==> src/ir_stc_pkg.sv <==
// Shared constants, field layouts and state type of the serial control slave
package ir_stc_pkg;
  // Clock rate and gap timing
  localparam int CLK_PERIOD_NS = 10;
  localparam int IDLE_GAP_NS = 10000;
  localparam int IDLE_GAP_CYCLES = (IDLE_GAP_NS + CLK_PERIOD_NS - 1) / CLK_PERIOD_NS;
  localparam logic [9:0] GAP_LAST = 10'(IDLE_GAP_CYCLES - 1);
  // Synchronised pin positions
  localparam int PIN_COUNT = 3;
  localparam int PIN_SCLK = 0;
  localparam int PIN_SERIAL_WRITE_DATA = 1;
  localparam int PIN_DET = 2;
  // First command byte fields
  localparam int SEL_LSB = 0;
  localparam int IDX_LSB = 3;
  localparam int OP_LSB = 6;
  localparam logic [1:0] OP_WRITE = 2'h0;
  localparam logic [1:0] OP_READ = 2'h1;
  localparam logic [2:0] IDX_EXTENDED = 3'h7;
  localparam logic [2:0] OWN_SELECT = 3'h0;
  // Register indices
  localparam logic [1:0] REG_POWER = 2'h0;
  localparam logic [1:0] REG_RATE = 2'h1;
  localparam logic [1:0] REG_TXPWR = 2'h2;
  localparam logic [1:0] REG_NONE = 2'h3;
  localparam logic [7:0] EXT_ID_INDEX = 8'h00;
  // Power state bits and reset values
  localparam int PWR_SHUTDOWN_BIT = 0;
  localparam int PWR_RX_OFF_BIT = 1;
  localparam int PWR_LED_OFF_BIT = 2;
  localparam logic [7:0] POWER_RESET = 8'h07;
  localparam logic [7:0] SLOW_INFRARED_RATE = 8'h00;
  localparam logic [7:0] MEDIUM_INFRARED_RATE = 8'h01;
  localparam logic [7:0] RATE_RESET = SLOW_INFRARED_RATE;
  localparam logic [7:0] TXPWR_RESET = 8'hff;
  // Framing counts
  localparam int INIT_CLOCKS = 30;
  localparam logic [4:0] INIT_LAST = 5'(INIT_CLOCKS - 1);
  localparam int END_CLOCKS = 3;
  localparam logic [1:0] END_LAST = 2'(END_CLOCKS - 1);
  localparam logic [2:0] BIT_LAST = 3'h7;
  // Transaction states
  typedef enum logic [3:0] {
    ST_IDLE, ST_PENDING, ST_CMD_START, ST_CMD_BITS, ST_TURN, ST_RESP_START, ST_RESP_BITS, ST_END
  } stc_state_e;
endpackage

==> src/pin_events_if.sv <==
// Synchronised pin levels and edge pulses
`timescale 1ns/10ps
`default_nettype none
interface pin_events_if;
  logic [ir_stc_pkg::PIN_COUNT-1:0] level;
  logic [ir_stc_pkg::PIN_COUNT-1:0] rise;
  logic [ir_stc_pkg::PIN_COUNT-1:0] fall;
  modport source (output level, rise, fall);
  modport sink (input level, rise, fall);
endinterface
`default_nettype wire

==> src/pin_sync.sv <==
// Three-stage pin synchroniser with agreement filter and edge pulses
`timescale 1ns/10ps
`default_nettype none
module pin_sync (
  // Clock and reset
  input wire logic clk,
  input wire logic reset,
  // Raw pins
  input wire logic [ir_stc_pkg::PIN_COUNT-1:0] pins_in,
  // Synchronised events
  pin_events_if.source ev
);
  logic [ir_stc_pkg::PIN_COUNT-1:0] ff1_reg;
  logic [ir_stc_pkg::PIN_COUNT-1:0] ff2_reg;
  logic [ir_stc_pkg::PIN_COUNT-1:0] ff3_reg;
  logic [ir_stc_pkg::PIN_COUNT-1:0] stable_reg;
  logic [ir_stc_pkg::PIN_COUNT-1:0] stable_next;
  logic [ir_stc_pkg::PIN_COUNT-1:0] rise_reg;
  logic [ir_stc_pkg::PIN_COUNT-1:0] rise_next;
  logic [ir_stc_pkg::PIN_COUNT-1:0] fall_reg;
  logic [ir_stc_pkg::PIN_COUNT-1:0] fall_next;

  genvar i;
  generate
    for (i = 0; i < ir_stc_pkg::PIN_COUNT; i++) begin : g_pin
      // Accept a new level once stages two and three agree
      always_comb begin
        stable_next[i] = (ff2_reg[i] == ff3_reg[i]) ? ff3_reg[i] : stable_reg[i];
        rise_next[i] = stable_next[i] & ~stable_reg[i];
        fall_next[i] = ~stable_next[i] & stable_reg[i];
      end
      // Register chain, first stage read only by the second
      always_ff @(posedge clk or posedge reset) begin
        if (reset) begin
          ff1_reg[i] <= 1'b0;
          ff2_reg[i] <= 1'b0;
          ff3_reg[i] <= 1'b0;
          stable_reg[i] <= 1'b0;
          rise_reg[i] <= 1'b0;
          fall_reg[i] <= 1'b0;
        end else begin
          ff1_reg[i] <= pins_in[i];
          ff2_reg[i] <= ff1_reg[i];
          ff3_reg[i] <= ff2_reg[i];
          stable_reg[i] <= stable_next[i];
          rise_reg[i] <= rise_next[i];
          fall_reg[i] <= fall_next[i];
        end
      end
    end
  endgenerate

  // Levels and pulses leave aligned
  assign ev.level = stable_reg;
  assign ev.rise = rise_reg;
  assign ev.fall = fall_reg;
endmodule
`default_nettype wire

==> src/ir_stc_slave.sv <==
// Serial control slave of an infrared transceiver with its control registers
// Behaviour
// Control clock activity selects control or normal mode
// Shared pins carry infrared data or commands/responses
// Command phase always; response only when data returned
// Commands are two or three bytes long; a short read sends only one command byte here
// Decode operation type and transaction index fields
// Select field addresses transceiver; single system uses zero
// Second byte payload, or extended index then payload
// Write is command phase only, no response
// Read always followed by response with register contents
// Bits travel least significant first
// Bytes follow back to back without idle clocks
// Each byte preceded by one start clock
// Incoming data sampled on control clock rise
// Master changes write data on falling edge
// Slave changes read data on rising edge
// First rise disables LED; next rise starts
// LED re-enabled on final transaction clock
// Master keeps control clock idle between transactions
// Detector disabled during response phase
// Read: one low clock, then three end clocks
// Power-up defaults: shutdown, slow rate, full power
// Thirty clocks with data low enter control mode
// Extended index read returns identification code
// Index pattern tells payload from extended index
// Foreign select field: no change, no response
`timescale 1ns/10ps
`default_nettype none
module ir_stc_slave #(
  parameter logic [7:0] DEVICE_ID = 8'h5a // Arbitrary identification value
) (
  // Clock and reset
  input wire logic clk,
  input wire logic reset,
  // Link pins from the controller and the optics
  input wire logic sclk_pin,
  input wire logic txd_pin,
  input wire logic detector_in,
  // Pin outputs
  output logic shared_read_data_pin,
  output logic led_drive,
  // Status
  output logic detector_enable,
  output logic control_ready,
  output logic [7:0] power_state_control,
  output logic [7:0] data_rate_mode,
  output logic [7:0] transmit_power_level
);
  pin_events_if pins ();

  ir_stc_pkg::stc_state_e state_reg, state_next;
  logic [2:0] bit_cnt_reg, bit_cnt_next;
  logic [1:0] byte_cnt_reg, byte_cnt_next;
  logic [1:0] end_cnt_reg, end_cnt_next;
  logic [7:0] shift_reg, shift_next;
  logic [7:0] cmd_reg, cmd_next;
  logic [7:0] ext_reg, ext_next;
  logic [7:0] resp_reg, resp_next;
  logic rd_bit_reg, rd_bit_next;
  logic ignore_reg, ignore_next;
  logic led_block_reg, led_block_next;
  logic [9:0] gap_cnt_reg, gap_cnt_next;
  logic [4:0] init_cnt_reg, init_cnt_next;
  logic ready_reg, ready_next;
  logic armed_reg, armed_next;
  logic [7:0] power_reg, power_next;
  logic [7:0] rate_reg, rate_next;
  logic [7:0] txpwr_reg, txpwr_next;
  logic led_reg, led_next;
  logic det_en_reg, det_en_next;
  logic rd_pin_reg, rd_pin_next;
  logic sclk_rise, sw_lvl, timeout, wr_en;
  logic [1:0] wr_idx;
  logic [7:0] shifted, wr_data, rd_value;

  // Pin synchroniser
  pin_sync u_sync (
    .clk(clk),
    .reset(reset),
    .pins_in({detector_in, txd_pin, sclk_pin}),
    .ev(pins)
  );

  // Field decoders
  function automatic logic is_read(input logic [7:0] c);
    is_read = c[ir_stc_pkg::OP_LSB +: 2] == ir_stc_pkg::OP_READ;
  endfunction
  function automatic logic is_write(input logic [7:0] c);
    is_write = c[ir_stc_pkg::OP_LSB +: 2] == ir_stc_pkg::OP_WRITE;
  endfunction
  function automatic logic is_ext(input logic [7:0] c);
    is_ext = c[ir_stc_pkg::IDX_LSB +: 3] == ir_stc_pkg::IDX_EXTENDED;
  endfunction
  function automatic logic [1:0] reg_sel(input logic [7:0] c, input logic [7:0] e);
    logic [7:0] k;
    k = is_ext(c) ? e : {5'h00, c[ir_stc_pkg::IDX_LSB +: 3]};
    reg_sel = (k < 8'h03) ? k[1:0] : ir_stc_pkg::REG_NONE;
  endfunction

  assign sclk_rise = pins.rise[ir_stc_pkg::PIN_SCLK];
  assign sw_lvl = pins.level[ir_stc_pkg::PIN_SERIAL_WRITE_DATA];
  assign timeout = gap_cnt_reg == ir_stc_pkg::GAP_LAST;
  // Sample write data on rise, LSB first
  assign shifted = {sw_lvl, shift_reg[7:1]};

  // Register read mux, extended index may fetch the identification code
  always_comb begin
    rd_value = 8'h00;
    // Identification code via extended index
    if (is_ext(cmd_reg) && ext_reg == ir_stc_pkg::EXT_ID_INDEX) begin
      rd_value = DEVICE_ID;
    end else begin
      case (reg_sel(cmd_reg, ext_reg))
        ir_stc_pkg::REG_POWER: rd_value = power_reg;
        ir_stc_pkg::REG_RATE: rd_value = rate_reg;
        ir_stc_pkg::REG_TXPWR: rd_value = txpwr_reg;
        default: rd_value = 8'h00;
      endcase
    end
  end

  // Transaction framing next state
  always_comb begin
    state_next = state_reg;
    bit_cnt_next = bit_cnt_reg;
    byte_cnt_next = byte_cnt_reg;
    end_cnt_next = end_cnt_reg;
    shift_next = shift_reg;
    cmd_next = cmd_reg;
    ext_next = ext_reg;
    resp_next = resp_reg;
    rd_bit_next = rd_bit_reg;
    ignore_next = ignore_reg;
    led_block_next = led_block_reg;
    wr_en = 1'b0;
    wr_idx = ir_stc_pkg::REG_NONE;
    wr_data = shifted;
    // Gap timer restarts on any control clock edge
    if (pins.rise[ir_stc_pkg::PIN_SCLK] || pins.fall[ir_stc_pkg::PIN_SCLK]) begin
      gap_cnt_next = 10'h000;
    end else if (!timeout) begin
      gap_cnt_next = gap_cnt_reg + 10'h001;
    end else begin
      gap_cnt_next = gap_cnt_reg;
    end
    case (state_reg)
      ir_stc_pkg::ST_IDLE: begin
        rd_bit_next = 1'b1;
        // Any rise once armed marks a pending transaction, LED off
        if (armed_reg && sclk_rise) begin
          state_next = ir_stc_pkg::ST_PENDING;
          led_block_next = 1'b1;
        end
      end
      ir_stc_pkg::ST_PENDING: begin
        // Second rise is the start clock of byte one
        if (sclk_rise) begin
          state_next = ir_stc_pkg::ST_CMD_BITS;
          bit_cnt_next = 3'h0;
          byte_cnt_next = 2'h0;
        end
      end
      ir_stc_pkg::ST_CMD_START: begin
        // Start clock directly before each following byte
        if (sclk_rise) begin
          state_next = ir_stc_pkg::ST_CMD_BITS;
          bit_cnt_next = 3'h0;
        end
      end
      ir_stc_pkg::ST_CMD_BITS: begin
        if (sclk_rise) begin
          shift_next = shifted;
          bit_cnt_next = bit_cnt_reg + 3'h1;
          if (bit_cnt_reg == ir_stc_pkg::BIT_LAST) begin
            byte_cnt_next = byte_cnt_reg + 2'h1;
            state_next = ir_stc_pkg::ST_CMD_START;
            if (byte_cnt_reg == 2'h0) begin
              // Decode first byte, drop foreign select
              cmd_next = shifted;
              ignore_next = shifted[ir_stc_pkg::SEL_LSB +: 3] != ir_stc_pkg::OWN_SELECT;
              // Short read turns round after byte one
              if (is_read(shifted) && !is_ext(shifted)) begin
                state_next = ir_stc_pkg::ST_TURN;
              end
            end else if (byte_cnt_reg == 2'h1 && is_ext(cmd_reg)) begin
              // Second byte is the extended index
              ext_next = shifted;
              if (is_read(cmd_reg)) begin
                state_next = ir_stc_pkg::ST_TURN;
              end
            end else begin
              // Payload completes a write, no response
              wr_en = !ignore_reg && is_write(cmd_reg);
              wr_idx = reg_sel(cmd_reg, ext_reg);
              wr_data = shifted;
              state_next = ir_stc_pkg::ST_IDLE;
              // LED back on with the final clock
              led_block_next = 1'b0;
            end
          end
        end
      end
      ir_stc_pkg::ST_TURN: begin
        // One low clock, then the response follows
        if (sclk_rise) begin
          state_next = ir_stc_pkg::ST_RESP_START;
          resp_next = rd_value;
        end
      end
      ir_stc_pkg::ST_RESP_START: begin
        // Drive LSB on the rise closing the start clock
        if (sclk_rise) begin
          state_next = ir_stc_pkg::ST_RESP_BITS;
          bit_cnt_next = 3'h0;
          rd_bit_next = ignore_reg | resp_reg[0];
          resp_next = {1'b1, resp_reg[7:1]};
        end
      end
      ir_stc_pkg::ST_RESP_BITS: begin
        if (sclk_rise) begin
          bit_cnt_next = bit_cnt_reg + 3'h1;
          rd_bit_next = ignore_reg | resp_reg[0];
          resp_next = {1'b1, resp_reg[7:1]};
          if (bit_cnt_reg == ir_stc_pkg::BIT_LAST) begin
            state_next = ir_stc_pkg::ST_END;
            end_cnt_next = 2'h0;
            rd_bit_next = 1'b1;
          end
        end
      end
      ir_stc_pkg::ST_END: begin
        // Three end clocks, LED back on at the last
        if (sclk_rise) begin
          end_cnt_next = end_cnt_reg + 2'h1;
          if (end_cnt_reg == ir_stc_pkg::END_LAST) begin
            state_next = ir_stc_pkg::ST_IDLE;
            led_block_next = 1'b0;
          end
        end
      end
      default: begin
        state_next = ir_stc_pkg::ST_IDLE;
        led_block_next = 1'b0;
      end
    endcase
    // A stalled frame is abandoned so the optics come back
    if (state_reg != ir_stc_pkg::ST_IDLE && timeout) begin
      state_next = ir_stc_pkg::ST_IDLE;
      led_block_next = 1'b0;
      rd_bit_next = 1'b1;
    end
  end

  // Framing registers
  always_ff @(posedge clk or posedge reset) begin
    if (reset) begin
      state_reg <= ir_stc_pkg::ST_IDLE;
      bit_cnt_reg <= 3'h0;
      byte_cnt_reg <= 2'h0;
      end_cnt_reg <= 2'h0;
      shift_reg <= 8'h00;
      cmd_reg <= 8'h00;
      ext_reg <= 8'h00;
      resp_reg <= 8'hff;
      rd_bit_reg <= 1'b1;
      ignore_reg <= 1'b0;
      led_block_reg <= 1'b0;
      gap_cnt_reg <= 10'h000;
    end else begin
      state_reg <= state_next;
      bit_cnt_reg <= bit_cnt_next;
      byte_cnt_reg <= byte_cnt_next;
      end_cnt_reg <= end_cnt_next;
      shift_reg <= shift_next;
      cmd_reg <= cmd_next;
      ext_reg <= ext_next;
      resp_reg <= resp_next;
      rd_bit_reg <= rd_bit_next;
      ignore_reg <= ignore_next;
      led_block_reg <= led_block_next;
      gap_cnt_reg <= gap_cnt_next;
    end
  end

  // Initialisation and control registers next state
  always_comb begin
    init_cnt_next = init_cnt_reg;
    ready_next = ready_reg;
    armed_next = armed_reg;
    power_next = power_reg;
    rate_next = rate_reg;
    txpwr_next = txpwr_reg;
    // Thirty rises with write data low make the slave ready
    if (!ready_reg && sclk_rise) begin
      if (sw_lvl) begin
        init_cnt_next = 5'h00;
      end else if (init_cnt_reg == ir_stc_pkg::INIT_LAST) begin
        ready_next = 1'b1;
      end else begin
        init_cnt_next = init_cnt_reg + 5'h01;
      end
    end
    // Frames are accepted after a quiet gap following init
    if (ready_reg && timeout) begin
      armed_next = 1'b1;
    end
    if (wr_en) begin
      case (wr_idx)
        ir_stc_pkg::REG_POWER: power_next = wr_data;
        ir_stc_pkg::REG_RATE: rate_next = wr_data;
        ir_stc_pkg::REG_TXPWR: txpwr_next = wr_data;
        default: power_next = power_reg;
      endcase
    end
  end

  // Initialisation and control registers
  always_ff @(posedge clk or posedge reset) begin
    if (reset) begin
      init_cnt_reg <= 5'h00;
      ready_reg <= 1'b0;
      armed_reg <= 1'b0;
      // Power-up defaults
      power_reg <= ir_stc_pkg::POWER_RESET;
      rate_reg <= ir_stc_pkg::RATE_RESET;
      txpwr_reg <= ir_stc_pkg::TXPWR_RESET;
    end else begin
      init_cnt_reg <= init_cnt_next;
      ready_reg <= ready_next;
      armed_reg <= armed_next;
      power_reg <= power_next;
      rate_reg <= rate_next;
      txpwr_reg <= txpwr_next;
    end
  end

  // Pin muxing between normal and control use
  always_comb begin
    // Normal mode passes infrared data; LED gated while framing
    led_next = !led_block_next && ready_reg && (state_next == ir_stc_pkg::ST_IDLE) &&
               !power_reg[ir_stc_pkg::PWR_LED_OFF_BIT] && !power_reg[ir_stc_pkg::PWR_SHUTDOWN_BIT] && sw_lvl;
    // Detector off during the response phase
    det_en_next = (state_next != ir_stc_pkg::ST_RESP_START) && (state_next != ir_stc_pkg::ST_RESP_BITS) &&
                  (state_next != ir_stc_pkg::ST_END) &&
                  !power_reg[ir_stc_pkg::PWR_SHUTDOWN_BIT] && !power_reg[ir_stc_pkg::PWR_RX_OFF_BIT];
    // Receive pin carries response bits in control mode
    if (state_next != ir_stc_pkg::ST_IDLE) begin
      rd_pin_next = rd_bit_next;
    end else begin
      rd_pin_next = det_en_next ? pins.level[ir_stc_pkg::PIN_DET] : 1'b1;
    end
  end

  // Output registers
  always_ff @(posedge clk or posedge reset) begin
    if (reset) begin
      led_reg <= 1'b0;
      det_en_reg <= 1'b0;
      rd_pin_reg <= 1'b1;
    end else begin
      led_reg <= led_next;
      det_en_reg <= det_en_next;
      rd_pin_reg <= rd_pin_next;
    end
  end

  assign led_drive = led_reg;
  assign detector_enable = det_en_reg;
  assign shared_read_data_pin = rd_pin_reg;
  assign control_ready = ready_reg;
  assign power_state_control = power_reg;
  assign data_rate_mode = rate_reg;
  assign transmit_power_level = txpwr_reg;
endmodule
`default_nettype wire

==> config.mk <==
export PLATFORM = sky130hd
export DESIGN_NAME = ir_stc_slave
export DESIGN_NICKNAME = d
export VERILOG_FILES = /design/src/ir_stc_pkg.sv /design/src/pin_events_if.sv /design/src/pin_sync.sv /design/src/ir_stc_slave.sv
export SDC_FILE = /design/constraint.sdc
export NUM_CORES = 1
export LEC_CHECK = 0
export BUFFER_PORTS_ARGS = -buffer_cell sky130_fd_sc_hd__buf_2
export CORE_UTILIZATION = 63
export CTS_BUF_LIST = sky130_fd_sc_hd__clkbuf_4 sky130_fd_sc_hd__clkbuf_8
export CTS_CLUSTER_SIZE = 12
export DETAILED_ROUTE_END_ITERATION = 8
export PLACE_DENSITY = 0.82
export SLEW_MARGIN = 30
export SYNTH_ARGS = -nofsm -noshare
export SYNTH_HDL_FRONTEND = slang
export SYNTH_SLANG_ARGS = --single-unit
==> constraint.sdc <==
create_clock -name clk -period 3.5 [get_ports clk]
set_input_delay 0 -clock clk [delete_from_list [all_inputs] [get_ports clk]]
set_output_delay 0 -clock clk [all_outputs]
set_load 0.01 [all_outputs]
== Yosys cells after proc, flatten, opt, wreduce, memory -nomap -nowiden ==
Index checks and enable logic that the tools add are counted.
Widths: inputs -> output; s select.
Operators by class
  bitwise logic cells: 7
  add/subtract/negate cells: 5
  shift operators: 0
  div/mod/pow operators: 0
  multiplexer cells: 65
  equal/unequal tests: 38
  multiply operators: 0
  $lt $le $gt $ge: 1
  reduce and logical (&&, ||, !) cells: 56
Operators by type and width (number)
  $mux 4: 13
  $mux 8: 4
  $pmux 4 s7: 1
  $mux 2: 12
  $pmux 8 s3: 1
  $mux 1: 20
  $mux 10: 2
  $ne 2x1->1 const B: 10
  $logic_and 1x1->1: 17
  $eq 4x3->1 const B: 4
  $pmux 8 s2: 1
  $mux 3: 4
  $ne 4x3->1 const B: 3
  $reduce_and 4->1: 3
  $add 10x1->10 const B: 1
  $eq 10x10->1 const B: 1
  $eq 2x1->1 const B: 5
  $mux 5: 2
  $reduce_and 2->1: 5
  $eq 3x3->1 const B: 3
  $reduce_and 3->1: 3
  $eq 4x2->1 const B: 2
  $logic_not 2->1: 4
  $logic_not 4->1: 2
  26 further kinds: 49
Storage, ports and cells
  memories kept: 0
  bits of input ports: 5
  logic and storage cells: 207
  memory bits (writable): 0
  output and inout bits: 28
  ROM bits: 0
  bits in latches: 0
  bits in registers: 104

== Longest topological paths before layout ==
Gate-level depths: netlist of run 1.
  depth after elaboration: 16
  gate-level depth with buffers: 8
  mapped depth without buffers: 7

== Hierarchy ==
From an unflattened synthesis of run 1, not the netlist that was laid out.
Unflattened totals
  cell total of the unflattened synthesis: 440
  area total of the unflattened synthesis: 4904.7 sq um
Modules (own cells, without submodules)
  ir_stc_slave: area each 4364.2 sq um, instances 1, cells each 412
  pin_sync: area each 540.5 sq um, instances 1, cells each 28

== Worst setup path after synthesis of run 1 ==
No wires, ideal clock.
  path type: register -> register
  start point: register bit_cnt_reg[0]
  end point: register rd_pin_reg, in the netlist shared_read_data_pin
  setup time: 0.082 ns
  arrival: 2.170 ns
  clock period less this slack: 2.252 ns
  stages on the path, launching flop included: 9
  buffers on the path: 1
  setup slack: 1.248 ns
  cell sequence: dfrtp_1 -> ha_1 -> ha_1 -> clkbuf_1 -> and3b_1 -> o32ai_1 -> a2111o_1 -> o31ai_2 -> mux2_2
Between the ends
  longest elaborated chain between the ends: 12
  elaborated cells on any way between the ends: 21
RTL lines
  start: declaration: line ir_stc_slave.sv:53  | logic [2:0] bit_cnt_reg, bit_cnt_next;
  start signal: assignment: line ir_stc_slave.sv:272  | bit_cnt_reg <= bit_cnt_next;
  $eq 3x3->1 *: line ir_stc_slave.sv:175, ir_stc_slave.sv:225
  $mux 4 (on tied branches): line ir_stc_slave.sv:225, ir_stc_slave.sv:175
  $mux 4 (on tied branches): line ir_stc_slave.sv:221, ir_stc_slave.sv:172
  $pmux 4 s7: line ir_stc_slave.sv:147  | case (state_reg)
  $mux 4: line ir_stc_slave.sv:248  | if (state_reg != ir_stc_pkg::ST_IDLE && timeout) begin
  $ne 4x3->1: line ir_stc_slave.sv:344  | det_en_next = (state_next != ir_stc_pkg::ST_RESP_START) && (state_next != ir_stc_pkg::ST_RESP_BITS) &&
  $logic_and 1x1->1 (2 in series): line ir_stc_slave.sv:344
  $logic_and 1x1->1: line ir_stc_slave.sv:345  | (state_next != ir_stc_pkg::ST_END) &&
  $logic_and 1x1->1: line ir_stc_slave.sv:346  | !power_reg[ir_stc_pkg::PWR_SHUTDOWN_BIT] && !power_reg[ir_stc_pkg::PWR_RX_OFF_BIT];
  $mux 1: line ir_stc_slave.sv:351  | rd_pin_next = det_en_next ? pins.level[ir_stc_pkg::PIN_DET] : 1'b1;
  $mux 1 *: line ir_stc_slave.sv:348  | if (state_next != ir_stc_pkg::ST_IDLE) begin
  via rd_pin_next: line ir_stc_slave.sv:72  | logic rd_pin_reg, rd_pin_next;
  end signal: assignment: line ir_stc_slave.sv:364  | rd_pin_reg <= rd_pin_next;
  end: declaration: line ir_stc_slave.sv:72
Mark *: on every way through the listed nets, which the timed path passes. The rest lies on a longest branch.
A chain may end at the register's enable or synchronous reset.

== Final worst setup path of run 1 ==
Same ends and word-level chain as after synthesis.

==> results of run 1 <==
-- per-stage QoR --
step,cells,power [mW],utilization
after floorplan,409,1.40,-
after global placement,522,1.43,0.681
after detailed placement,522,1.45,0.682
after CTS,542,2.24,0.717
after global routing,542,2.32,0.717
final,542,2.22,0.717
-- layout by cell type, fill, tap and decap left out, drive strengths merged, types with 12 or more instances in the layout --
cell type,instances
buf,33
dfrtp,79
dfstp,21
inv,12
mux2,46
nand2,27
nor2,20
nor3,12
o21ai,19
-- area by class of cell --
cell class | instances | area, um^2
Fill cell | 505 | 2080
Timing Repair Buffer | 37 | 208
Multi-Input combinational cell | 278 | 2130
Clock inverter | 5 | 77.6
Tap cell | 99 | 124
Sequential cell | 100 | 2530
Inverter | 12 | 50.0
Clock buffer | 11 | 139
-- per-layer routing --
metal,part of all wire,wire [um],track usage
met1,0.47,4620,0.386
met2,0.47,4560,0.408
met3,0.048,471,0.0397
met4,0.014,133,0.0952
met5,0,0,0
-- cell families after synthesis --
group | synth area share
flip-flops | 0.525
XOR/XNOR | 0.0127
adder cells (fa/ha/maj) | 0.0270
other | 0.000779
AND/OR/NAND/NOR | 0.167
buffers and inverters | 0.0335
multiplexers | 0.118
AO/OA/AOI/OAI | 0.116
-- final timing paths --
| check | from | to | slack [ps] | cells past startpoint |
|---|---|---|---|---|
| worst max-delay path | bit_cnt_reg[0] | shared_read_data_pin | 1110 | 7 |
| worst min-delay path | detector_in | u_sync.ff1_reg[2] | 280 | 2 |
| worst max register to register | bit_cnt_reg[0] | shared_read_data_pin | 1110 | 7 |
| worst min register to register | u_sync.ff1_reg[0] | u_sync.ff2_reg[0] | 350 | 0 |
| max in group asynchronous | reset | resp_reg[7] | 2410 | 4 |
| min in group asynchronous | reset | u_sync.ff1_reg[1] | 340 | 3 |
-- power breakdown --
part | internal [mW] | switching [mW] | total (mW)
Clock | 0.417 | 0.377 | 0.793
Sequential | 1.21 | 0.0641 | 1.28
Combinational | 0.0660 | 0.0860 | 0.152
Total | 1.69 | 0.527 | 2.22
==> results.tsv, run 1 <==
stage	metric	value	unit
synthesis	number of distinct library cell variants in the gate-level netlist after synthesis	69	
job	Max-cap violations	0	
clock_network	Skew-Pair Late Insertion Delay	360	ps
synthesis	Post-Syn Area per Cell	11.8	um^2
clock_network	CTS sink count	100	
synthesis	total nets after synthesis	422	
synthesis	fraction of the yosys area taken by sequential cells	0.525	
final_layout	number of flip-flops under the largest register name	10	
synthesis	most area-consuming cells after synthesis	sky130_fd_sc_hd__dfrtp_1 (41%), sky130_fd_sc_hd__dfstp_2 (11%), sky130_fd_sc_hd__mux2_2 (8.9%), sky130_fd_sc_hd__mux2_4 (2.5%), sky130_fd_sc_hd__ha_1 (2.1%)	
pwr	IR Drop Worst-Case VDD	0.000285	V
route	Vias	3299	
placed_design	count of buffers inserted at the top-level ports	32	
sta	Final setup violation count	0	
sta	fin worst setup slack	1110	ps
floorplanning	starting density of the core	0.657	
critical_path	Largest delay share family, worst path	compound AO/OA/AOI/OAI gates	
sta	Final Max Slew Viols	0	
final_layout	total non-filler cell area in the finished layout	5250	um^2
critical_path	required arrival time at the worst endpoint	3790	ps
grt	total global-route track usage	0.265	
final_layout	number of nets at the end of the flow	451	
sta	Total Negative Setup Slacks	0	ps
sta	Min Hold Slack	283	ps
sta	crit share post-route	0.684	
critical_path	worst stage delay on the critical path	470	ps
placed_design	final weighted congestion in routability-driven placement	0.849	
synthesis	number of flops mapped to enable cells by yosys	0	
floorplanning	total number of placement rows	31	
grt	number of antenna violations at the first check in global routing	0	
synthesis	post-synthesis register bit count	100	
pwr	total power divided by cell area	423	nW/um^2
final_layout	layout cell share with drive strength beyond 1	0.309	
route	final routed DRC violation total	0	
clock_network	number of buffers on the longest clock path	2	
final_layout	Antenna diodes	0	
synthesis	async set or reset register ratio after synthesis	1.00	
critical_path	crit start category	flip-flop	
sta	number of hold violations in the final report	0	
sta	highest clock frequency the design can meet	0.418	GHz
clock_network	number of instances resized during post-cts repair	0	
synthesis	dominant register cell in the synthesized netlist	sky130_fd_sc_hd__dfrtp_1	
sta	clock skew	9.93	ps
route	first-iteration detailed-routing DRC count	200	
route	routed via count divided by cell count	6.09	
synthesis	synthesized area	4820	um^2
grt	pin count of the biggest net entering global routing	90	
sta	transition time at the pin with the least slew margin	771	ps
placed_design	Post-DP Area	5000	um^2
worst_hold_path	HP Class	primary input to flip-flop	
route	overall routed net length	9780	um
floorplanning	Ports	33	
clock_network	number of hold buffers added after cts	4	
critical_path	critical path arrival	2680	ps
critical_path	buffering stage count on the worst path with inverters included	0	
synthesis	instance count of the mapped netlist	409	
synthesis	post-synth top area cell	sky130_fd_sc_hd__dfrtp_1	
grt	first-pass GRT wire length	15800	um
critical_path	chain of cells forming the critical path	ha_1 -> ha_1 -> and3b_1 -> o32ai_1 -> a2111o_1 -> o31ai_2 -> mux2_2	
synthesis	portion of synthesized cell area occupied by the leading cell type	0.410	
floorplanning	Die Ht	89.4	um
placed_design	post-detailed-placement half-perimeter wirelength	6700	um
clock_network	clock slew seen by the registers of the worst setup and hold paths	90	ps
critical_path	most frequent cell on the critical path	sky130_fd_sc_hd__ha_1	
clock_network	number of buffers added by the clock tree synthesis step	9	
placed_design	worst setup slack before clock tree synthesis	1140	ps
floorplanning	core area	7330	um^2
critical_path	Worst Setup Path Type	flip-flop to flip-flop	
route	number of antenna-violating nets in the routed design	0	
sta	worst slew slack as a fraction of its limit	0.486	
critical_path	Max Fanout on Critical Path	8	
route	average wire per standard cell	18.0	um
synthesis	count leader, synth	sky130_fd_sc_hd__dfrtp_1	
clock_network	CTS H-tree depth	3	
critical_path	category of the worst setup path capture point	flip-flop	
synthesis	yosys synthesis warning count	0	
grt	total gr overflow	0	
pwr	Static Leak	2.37	nW
sta	shortest clock period the worst path allows after layout	2390	ps
clock_network	Post CTS Setup Buffer Count	0	
synthesis	most common library cells after synthesis	sky130_fd_sc_hd__dfrtp_1 (79), sky130_fd_sc_hd__mux2_2 (38), sky130_fd_sc_hd__nand2_1 (25)	
sta	unrepaired setup endpoints after global routing	no	
final_layout	P&R area growth vs syn	9.07	%
grt	vias in the first global route	3261	
clock_network	clock tree from TritonCTS	built	
critical_path	Crit-path slowest cell	sky130_fd_sc_hd__a2111o_1	
clock_network	clock tree root buffer cell	sky130_fd_sc_hd__clkbuf_8	
status	result of the run	finished clean	
route	DRT Pass-1 Iters	4	
floorplanning	x dimension of the die	89.4	um
floorplanning	area enclosed by the die boundary	8000	um^2
No activity file was read; power rests on OpenSTA's default activity.
==> run 2: changes to the inputs <==
--- a/config.mk
+++ b/config.mk
@@ -6,11 +6,11 @@
 export NUM_CORES = 1
 export LEC_CHECK = 0
 export BUFFER_PORTS_ARGS = -buffer_cell sky130_fd_sc_hd__buf_2
-export CORE_UTILIZATION = 63
+export CORE_UTILIZATION = 56
 export CTS_BUF_LIST = sky130_fd_sc_hd__clkbuf_4 sky130_fd_sc_hd__clkbuf_8
 export CTS_CLUSTER_SIZE = 12
 export DETAILED_ROUTE_END_ITERATION = 8
-export PLACE_DENSITY = 0.82
+export PLACE_DENSITY = 0.77
 export SLEW_MARGIN = 30
 export SYNTH_ARGS = -nofsm -noshare
 export SYNTH_HDL_FRONTEND = slang
==> constraint.sdc (replaced) <==
create_clock -name clk -period 2.1 [get_ports clk]
set_input_delay 0 -clock clk [delete_from_list [all_inputs] [get_ports clk]]
set_output_delay 0 -clock clk [all_outputs]
set_load 0.01 [all_outputs]
==> results.tsv, run 2 (synthesized netlist as in run 1, its figures left out) <==
stage	metric	value	unit
grt	total gr overflow	0	
critical_path	reg-to-reg critical path startpoint	bit_cnt_reg[1]	
critical_path	buffering stage count on the worst path with inverters included	0	
placed_design	count of buffers inserted at the top-level ports	32	
grt	number of antenna violations at the first check in global routing	0	
critical_path	FF-to-FF path depth	7	
critical_path	minimum setup slack among reg-to-reg paths	9	ps
sta	Final Max Slew Viols	0	
critical_path	Crit-path slowest cell	sky130_fd_sc_hd__a2111o_1	
critical_path	chain of cells forming the critical path	ha_2 -> ha_4 -> and3b_1 -> o32ai_1 -> a2111o_1 -> o31ai_4 -> mux2_4	
critical_path	endpoint of the worst-slack reg-to-reg timing path	shared_read_data_pin	
critical_path	crit start category	flip-flop	
route	first-iteration detailed-routing DRC count	221	
pwr	IR Drop Worst-Case VDD	0.000481	V
clock_network	clock slew seen by the registers of the worst setup and hold paths	100	ps
critical_path	category of the worst setup path capture point	flip-flop	
clock_network	CTS sink count	100	
grt	first-pass GRT wire length	17300	um
route	overall routed net length	10600	um
grt	total global-route track usage	0.257	
clock_network	clock tree root buffer cell	sky130_fd_sc_hd__clkbuf_8	
clock_network	Skew-Pair Late Insertion Delay	380	ps
final_layout	P&R area growth vs syn	16.6	%
sta	Final setup violation count	0	
floorplanning	Die Ht	94.7	um
final_layout	number of flip-flops under the largest register name	10	
sta	number of hold violations in the final report	0	
route	Vias	3484	
floorplanning	starting density of the core	0.583	
critical_path	worst stage delay on the critical path	420	ps
floorplanning	area enclosed by the die boundary	8970	um^2
route	final routed DRC violation total	0	
sta	shortest clock period the worst path allows after layout	2090	ps
sta	worst slew slack as a fraction of its limit	0.532	
final_layout	most common cell after layout, fill and taps aside	sky130_fd_sc_hd__dfrtp_1	
worst_hold_path	Worst Min Path Start	txd_pin	
placed_design	Placed Cells	562	
critical_path	Largest delay share family, worst path	compound AO/OA/AOI/OAI gates	
final_layout	Final Non-Filler Cells	585	
pwr	total power divided by cell area	645	nW/um^2
final_layout	commonest cells after routing, fill and taps aside	sky130_fd_sc_hd__dfrtp_1 (78), sky130_fd_sc_hd__mux2_2 (37), sky130_fd_sc_hd__buf_4 (35)	
final_layout	layout cell share with drive strength beyond 1	0.383	
grt	vias in the first global route	3472	
final_layout	Antenna diodes	0	
grt	pin count of the biggest net entering global routing	38	
sta	Total Negative Setup Slacks	0	ps
critical_path	crit path capture	shared_read_data_pin	
placed_design	final weighted congestion in routability-driven placement	0.856	
floorplanning	Ports	33	
placed_design	post-detailed-placement half-perimeter wirelength	7580	um
route	DRT Pass-1 Iters	5	
critical_path	logic depth of the worst setup path including buffers	7	
critical_path	Max Fanout on Critical Path	3	
floorplanning	x dimension of the die	94.7	um
pwr	Static Leak	2.58	nW
critical_path	Worst Setup SP	bit_cnt_reg[1]	
worst_hold_path	HP Class	primary input to flip-flop	
sta	transition time at the pin with the least slew margin	701	ps
route	average wire per standard cell	18.2	um
route	number of antenna-violating nets in the routed design	0	
floorplanning	core area	8260	um^2
clock_network	number of buffers added by the clock tree synthesis step	9	
final_layout	final core area utilization	0.680	
route	routed via count divided by cell count	5.96	
clock_network	CTS H-tree depth	3	
sta	unrepaired setup endpoints after global routing	yes	
critical_path	critical path arrival	2390	ps
status	result of the run	finished clean	
final_layout	number of nets at the end of the flow	488	
clock_network	clock tree from TritonCTS	built	
critical_path	Worst Setup Path Type	flip-flop to flip-flop	
clock_network	number of buffers on the longest clock path	2	
floorplanning	total number of placement rows	33	
sta	clock skew	23.1	ps
critical_path	required arrival time at the worst endpoint	2400	ps
job	Max-cap violations	0	
sta	crit share post-route	0.996	
sta	highest clock frequency the design can meet	0.478	GHz
==> run 2: cell types whose count changed in the layout (fill, tap and decap cells not counted), sizes merged <==
cell / previous run / this run
clkbuf: 11 / 9
inv: 12 / 16
bufinv: 2 / 0
buf: 33 / 70
==> run 2: final cells by class <==
class | instances | area (um^2)
clock inverter | 7 | 73.8
sequential | 100 | 2530
tap | 105 | 131
timing repair buffer | 74 | 523
fill | 598 | 2640
clock buffer | 9 | 124
inverter | 12 | 48.8
multi-input combinational | 278 | 2180
==> run 2: timing repair <==
item | in CTS | in global routing
pin swaps | 5 | 3
setup endpoints to repair | 19 | 27
hold endpoints to repair | 28 | 0
resized for setup | 6 | 7
hold buffers | 4 | 0
setup buffers | 2 | 1
==> run 2: per-stage QoR <==
stage                     hold slack [ps]  setup WS [ps]  total power [mW]  cell area [um^2]
final                                 270           8.66              3.62              5610
after global routing                  263          -51.2              3.78              5610
after CTS                             254          -72.5              3.65              5580
after detailed placement              110           -125              2.43              5310
after global placement                110          -2.39              2.41              5310
after floorplan                      31.4          -91.6              2.33              4840
==> run 2: worst min-delay path by stage <==
stage	end	cells after the start	slack (ps)
2_1_floorplan	u_sync.ff1_reg[0]	0	30
3_3_place_gp	u_sync.ff1_reg[1]	1	110
3_5_place_dp	u_sync.ff1_reg[1]	1	110
4_1_cts	u_sync.ff1_reg[1]	2	250
5_1_grt	u_sync.ff1_reg[0]	2	260
6_report	u_sync.ff1_reg[1]	2	270
==> run 2: power breakdown <==
part           internal, mW  leakage (nW)  total [mW]  switching, mW
Clock                 0.473         0.101        1.23          0.753
Combinational         0.128          1.21       0.284          0.156
Sequential             2.02          1.26        2.11         0.0922
==> run 2: metal layers <==
metal  up-vias  share of wire  global-route usage
li1       1623              -                   -
met1      1758           0.45               0.345
met2        87           0.49               0.421
met3        16          0.039              0.0491
met4         0          0.017              0.0833
met5         -              0                   0
==> run 2: worst register-to-register path: cells and delay by family (launching register included) <==
kind                       cells  cell delay (ps)
AOI/OAI and AO/OA              3              750
and+or+nand+nor                1              200
adders and majority gates      2              360
DFF                            1              390
muxes                          1              330
==> run 3: changes to the inputs <==
--- a/config.mk
+++ b/config.mk
@@ -6,6 +6,7 @@
 export NUM_CORES = 1
 export LEC_CHECK = 0
 export BUFFER_PORTS_ARGS = -buffer_cell sky130_fd_sc_hd__buf_2
+export CORE_ASPECT_RATIO = 1.25
 export CORE_UTILIZATION = 56
 export CTS_BUF_LIST = sky130_fd_sc_hd__clkbuf_4 sky130_fd_sc_hd__clkbuf_8
 export CTS_CLUSTER_SIZE = 12
==> results.tsv, run 3 (synthesized netlist as in run 1, its figures left out) <==
stage	metric	value	unit
status	result of the run	complete, but fails checks	
status	failing checks	DRC	
route	first-iteration detailed-routing DRC count	134	
clock_network	CTS H-tree depth	3	
final_layout	number of nets at the end of the flow	489	
critical_path	reg-to-reg critical path startpoint	bit_cnt_reg[1]	
grt	first-pass GRT wire length	17200	um
placed_design	final weighted congestion in routability-driven placement	0.870	
critical_path	critical path arrival	2390	ps
sta	transition time at the pin with the least slew margin	629	ps
final_layout	commonest cells after routing, fill and taps aside	sky130_fd_sc_hd__dfrtp_1 (79), sky130_fd_sc_hd__mux2_2 (37), sky130_fd_sc_hd__buf_4 (36)	
final_layout	multi-input logic area	2180	um^2
sta	Min Hold Slack	237	ps
route	DRT Pass-1 Iters	6	
worst_hold_path	HP Class	primary input to asynchronous set/reset pin	
route	final routed DRC violation total	2	
sta	highest clock frequency the design can meet	0.479	GHz
route	routed via count divided by cell count	5.98	
critical_path	Max Fanout on Critical Path	3	
grt	pin count of the biggest net entering global routing	49	
sta	worst slew slack as a fraction of its limit	0.579	
floorplanning	Die Ht	106	um
floorplanning	core area	8290	um^2
floorplanning	Ports	33	
clock_network	number of buffers on the longest clock path	2	
grt	total global-route track usage	0.249	
critical_path	Worst Setup Path Type	flip-flop to flip-flop	
clock_network	clock tree root buffer cell	sky130_fd_sc_hd__clkbuf_8	
pwr	total power divided by cell area	663	nW/um^2
final_layout	P&R area growth vs syn	16.6	%
critical_path	required arrival time at the worst endpoint	2400	ps
placed_design	count of buffers inserted at the top-level ports	32	
critical_path	FF-to-FF path depth	7	
critical_path	minimum setup slack among reg-to-reg paths	10	ps
sta	Final Max Slew Viols	0	
final_layout	Antenna diodes	0	
grt	total gr overflow	0	
floorplanning	area enclosed by the die boundary	8980	um^2
route	overall routed net length	10300	um
sta	crit share post-route	0.993	
route	average wire per standard cell	17.9	um
sta	unrepaired setup endpoints after global routing	yes	
clock_network	Skew-Pair Late Insertion Delay	380	ps
final_layout	most common cell after layout, fill and taps aside	sky130_fd_sc_hd__dfrtp_1	
floorplanning	starting density of the core	0.581	
sta	number of hold violations in the final report	0	
critical_path	crit start category	flip-flop	
clock_network	clock slew seen by the registers of the worst setup and hold paths	110	ps
route	number of antenna-violating nets in the routed design	0	
critical_path	category of the worst setup path capture point	flip-flop	
final_layout	Filler cells	604	
clock_network	number of buffers added by the clock tree synthesis step	9	
floorplanning	x dimension of the die	84.9	um
pwr	Static Leak	2.58	nW
sta	clock skew	20.0	ps
final_layout	final core area utilization	0.678	
floorplanning	total number of placement rows	37	
sta	shortest clock period the worst path allows after layout	2090	ps
grt	number of antenna violations at the first check in global routing	0	
final_layout	number of flip-flops under the largest register name	10	
placed_design	post-detailed-placement half-perimeter wirelength	7390	um
clock_network	clock tree from TritonCTS	built	
final_layout	layout cell share with drive strength beyond 1	0.385	
route	Vias	3459	
critical_path	endpoint of the worst-slack reg-to-reg timing path	shared_read_data_pin	
grt	vias in the first global route	3459	
pwr	IR Drop Worst-Case VDD	0.000442	V
final_layout	Reg area	2530	um^2
job	Max-cap violations	0	
sta	Final setup violation count	0	
clock_network	CTS sink count	100	
## run 3: changes by cell type in the layout (fill, tap and decap cells not counted), sizes merged
cell    before  now
buf         70   71
inv         16   15
bufinv       0    1
## run 3: final cells by class
type | instances | area share
inverter | 12 | 0.00869
sequential | 100 | 0.450
clock inverter | 7 | 0.0160
tap | 97 | 0.0216
timing repair buffer | 75 | 0.0929
multi-input combinational | 278 | 0.389
clock buffer | 9 | 0.0221
## run 3: per-stage QoR
step | TNS, ps | power (mW) | std cells | instance area (um^2) | worst slack (ps)
after CTS | -229 | 3.75 | 573 | 5550 | -34.2
after global routing | -237 | 3.88 | 578 | 5620 | -46.3
after detailed placement | -523 | 2.43 | 551 | 5270 | -64.6
after global placement | -77.5 | 2.41 | 551 | 5270 | -9.36
after floorplan | -91.6 | 2.33 | 409 | 4840 | -91.6
final | 0 | 3.72 | 578 | 5620 | 14.0
## run 3: how the worst max path moves through the flow
stage | start | endpoint | slack (ps) | cells past startpoint
floorplan | bit_cnt_reg[0] | shared_read_data_pin | -90 | 8
detailed placement | byte_cnt_reg[0] | data_rate_mode[5] | -60 | 6
global route | bit_cnt_reg[1] | shared_read_data_pin | -50 | 7
CTS | byte_cnt_reg[0] | data_rate_mode[3] | -30 | 6
global placement | byte_cnt_reg[0] | data_rate_mode[4] | -9 | 6
finish | bit_cnt_reg[1] | shared_read_data_pin | 10 | 7
## run 3: worst max-delay path, cell delays in order (launching register included)
cell                       delay [ps]
sky130_fd_sc_hd__dfrtp_1          400
sky130_fd_sc_hd__ha_2             200
sky130_fd_sc_hd__ha_4             160
sky130_fd_sc_hd__and3b_1          200
sky130_fd_sc_hd__o32ai_1           70
sky130_fd_sc_hd__a2111o_1         410
sky130_fd_sc_hd__o31ai_2          250
sky130_fd_sc_hd__mux2_4           320
## run 3: where the power goes
| group | leakage [nW] | internal [mW] | switching [mW] |
|---|---|---|---|
| Sequential | 1.26 | 2.02 | 0.0988 |
| Clock | 0.108 | 0.581 | 0.743 |
| Combinational | 1.21 | 0.124 | 0.157 |
| Total | 2.58 | 2.72 | 0.999 |
## run 3: per-layer routing
layer,part of all wire,vias to the layer above,GRT usage
met4,0.018,0,0.0981
met5,0,-,0
met3,0.043,16,0.0454
met1,0.44,1739,0.327
li1,-,1628,-
met2,0.50,76,0.408
## run 3: what timing repair did
action,in CTS,in global routing
endpoints found under the setup margin,17,26
hold buffers,4,0
buffers inserted,2,5
gates cloned,0,0
pin swaps,4,3
resized for setup,5,8
hold endpoints to repair,29,0
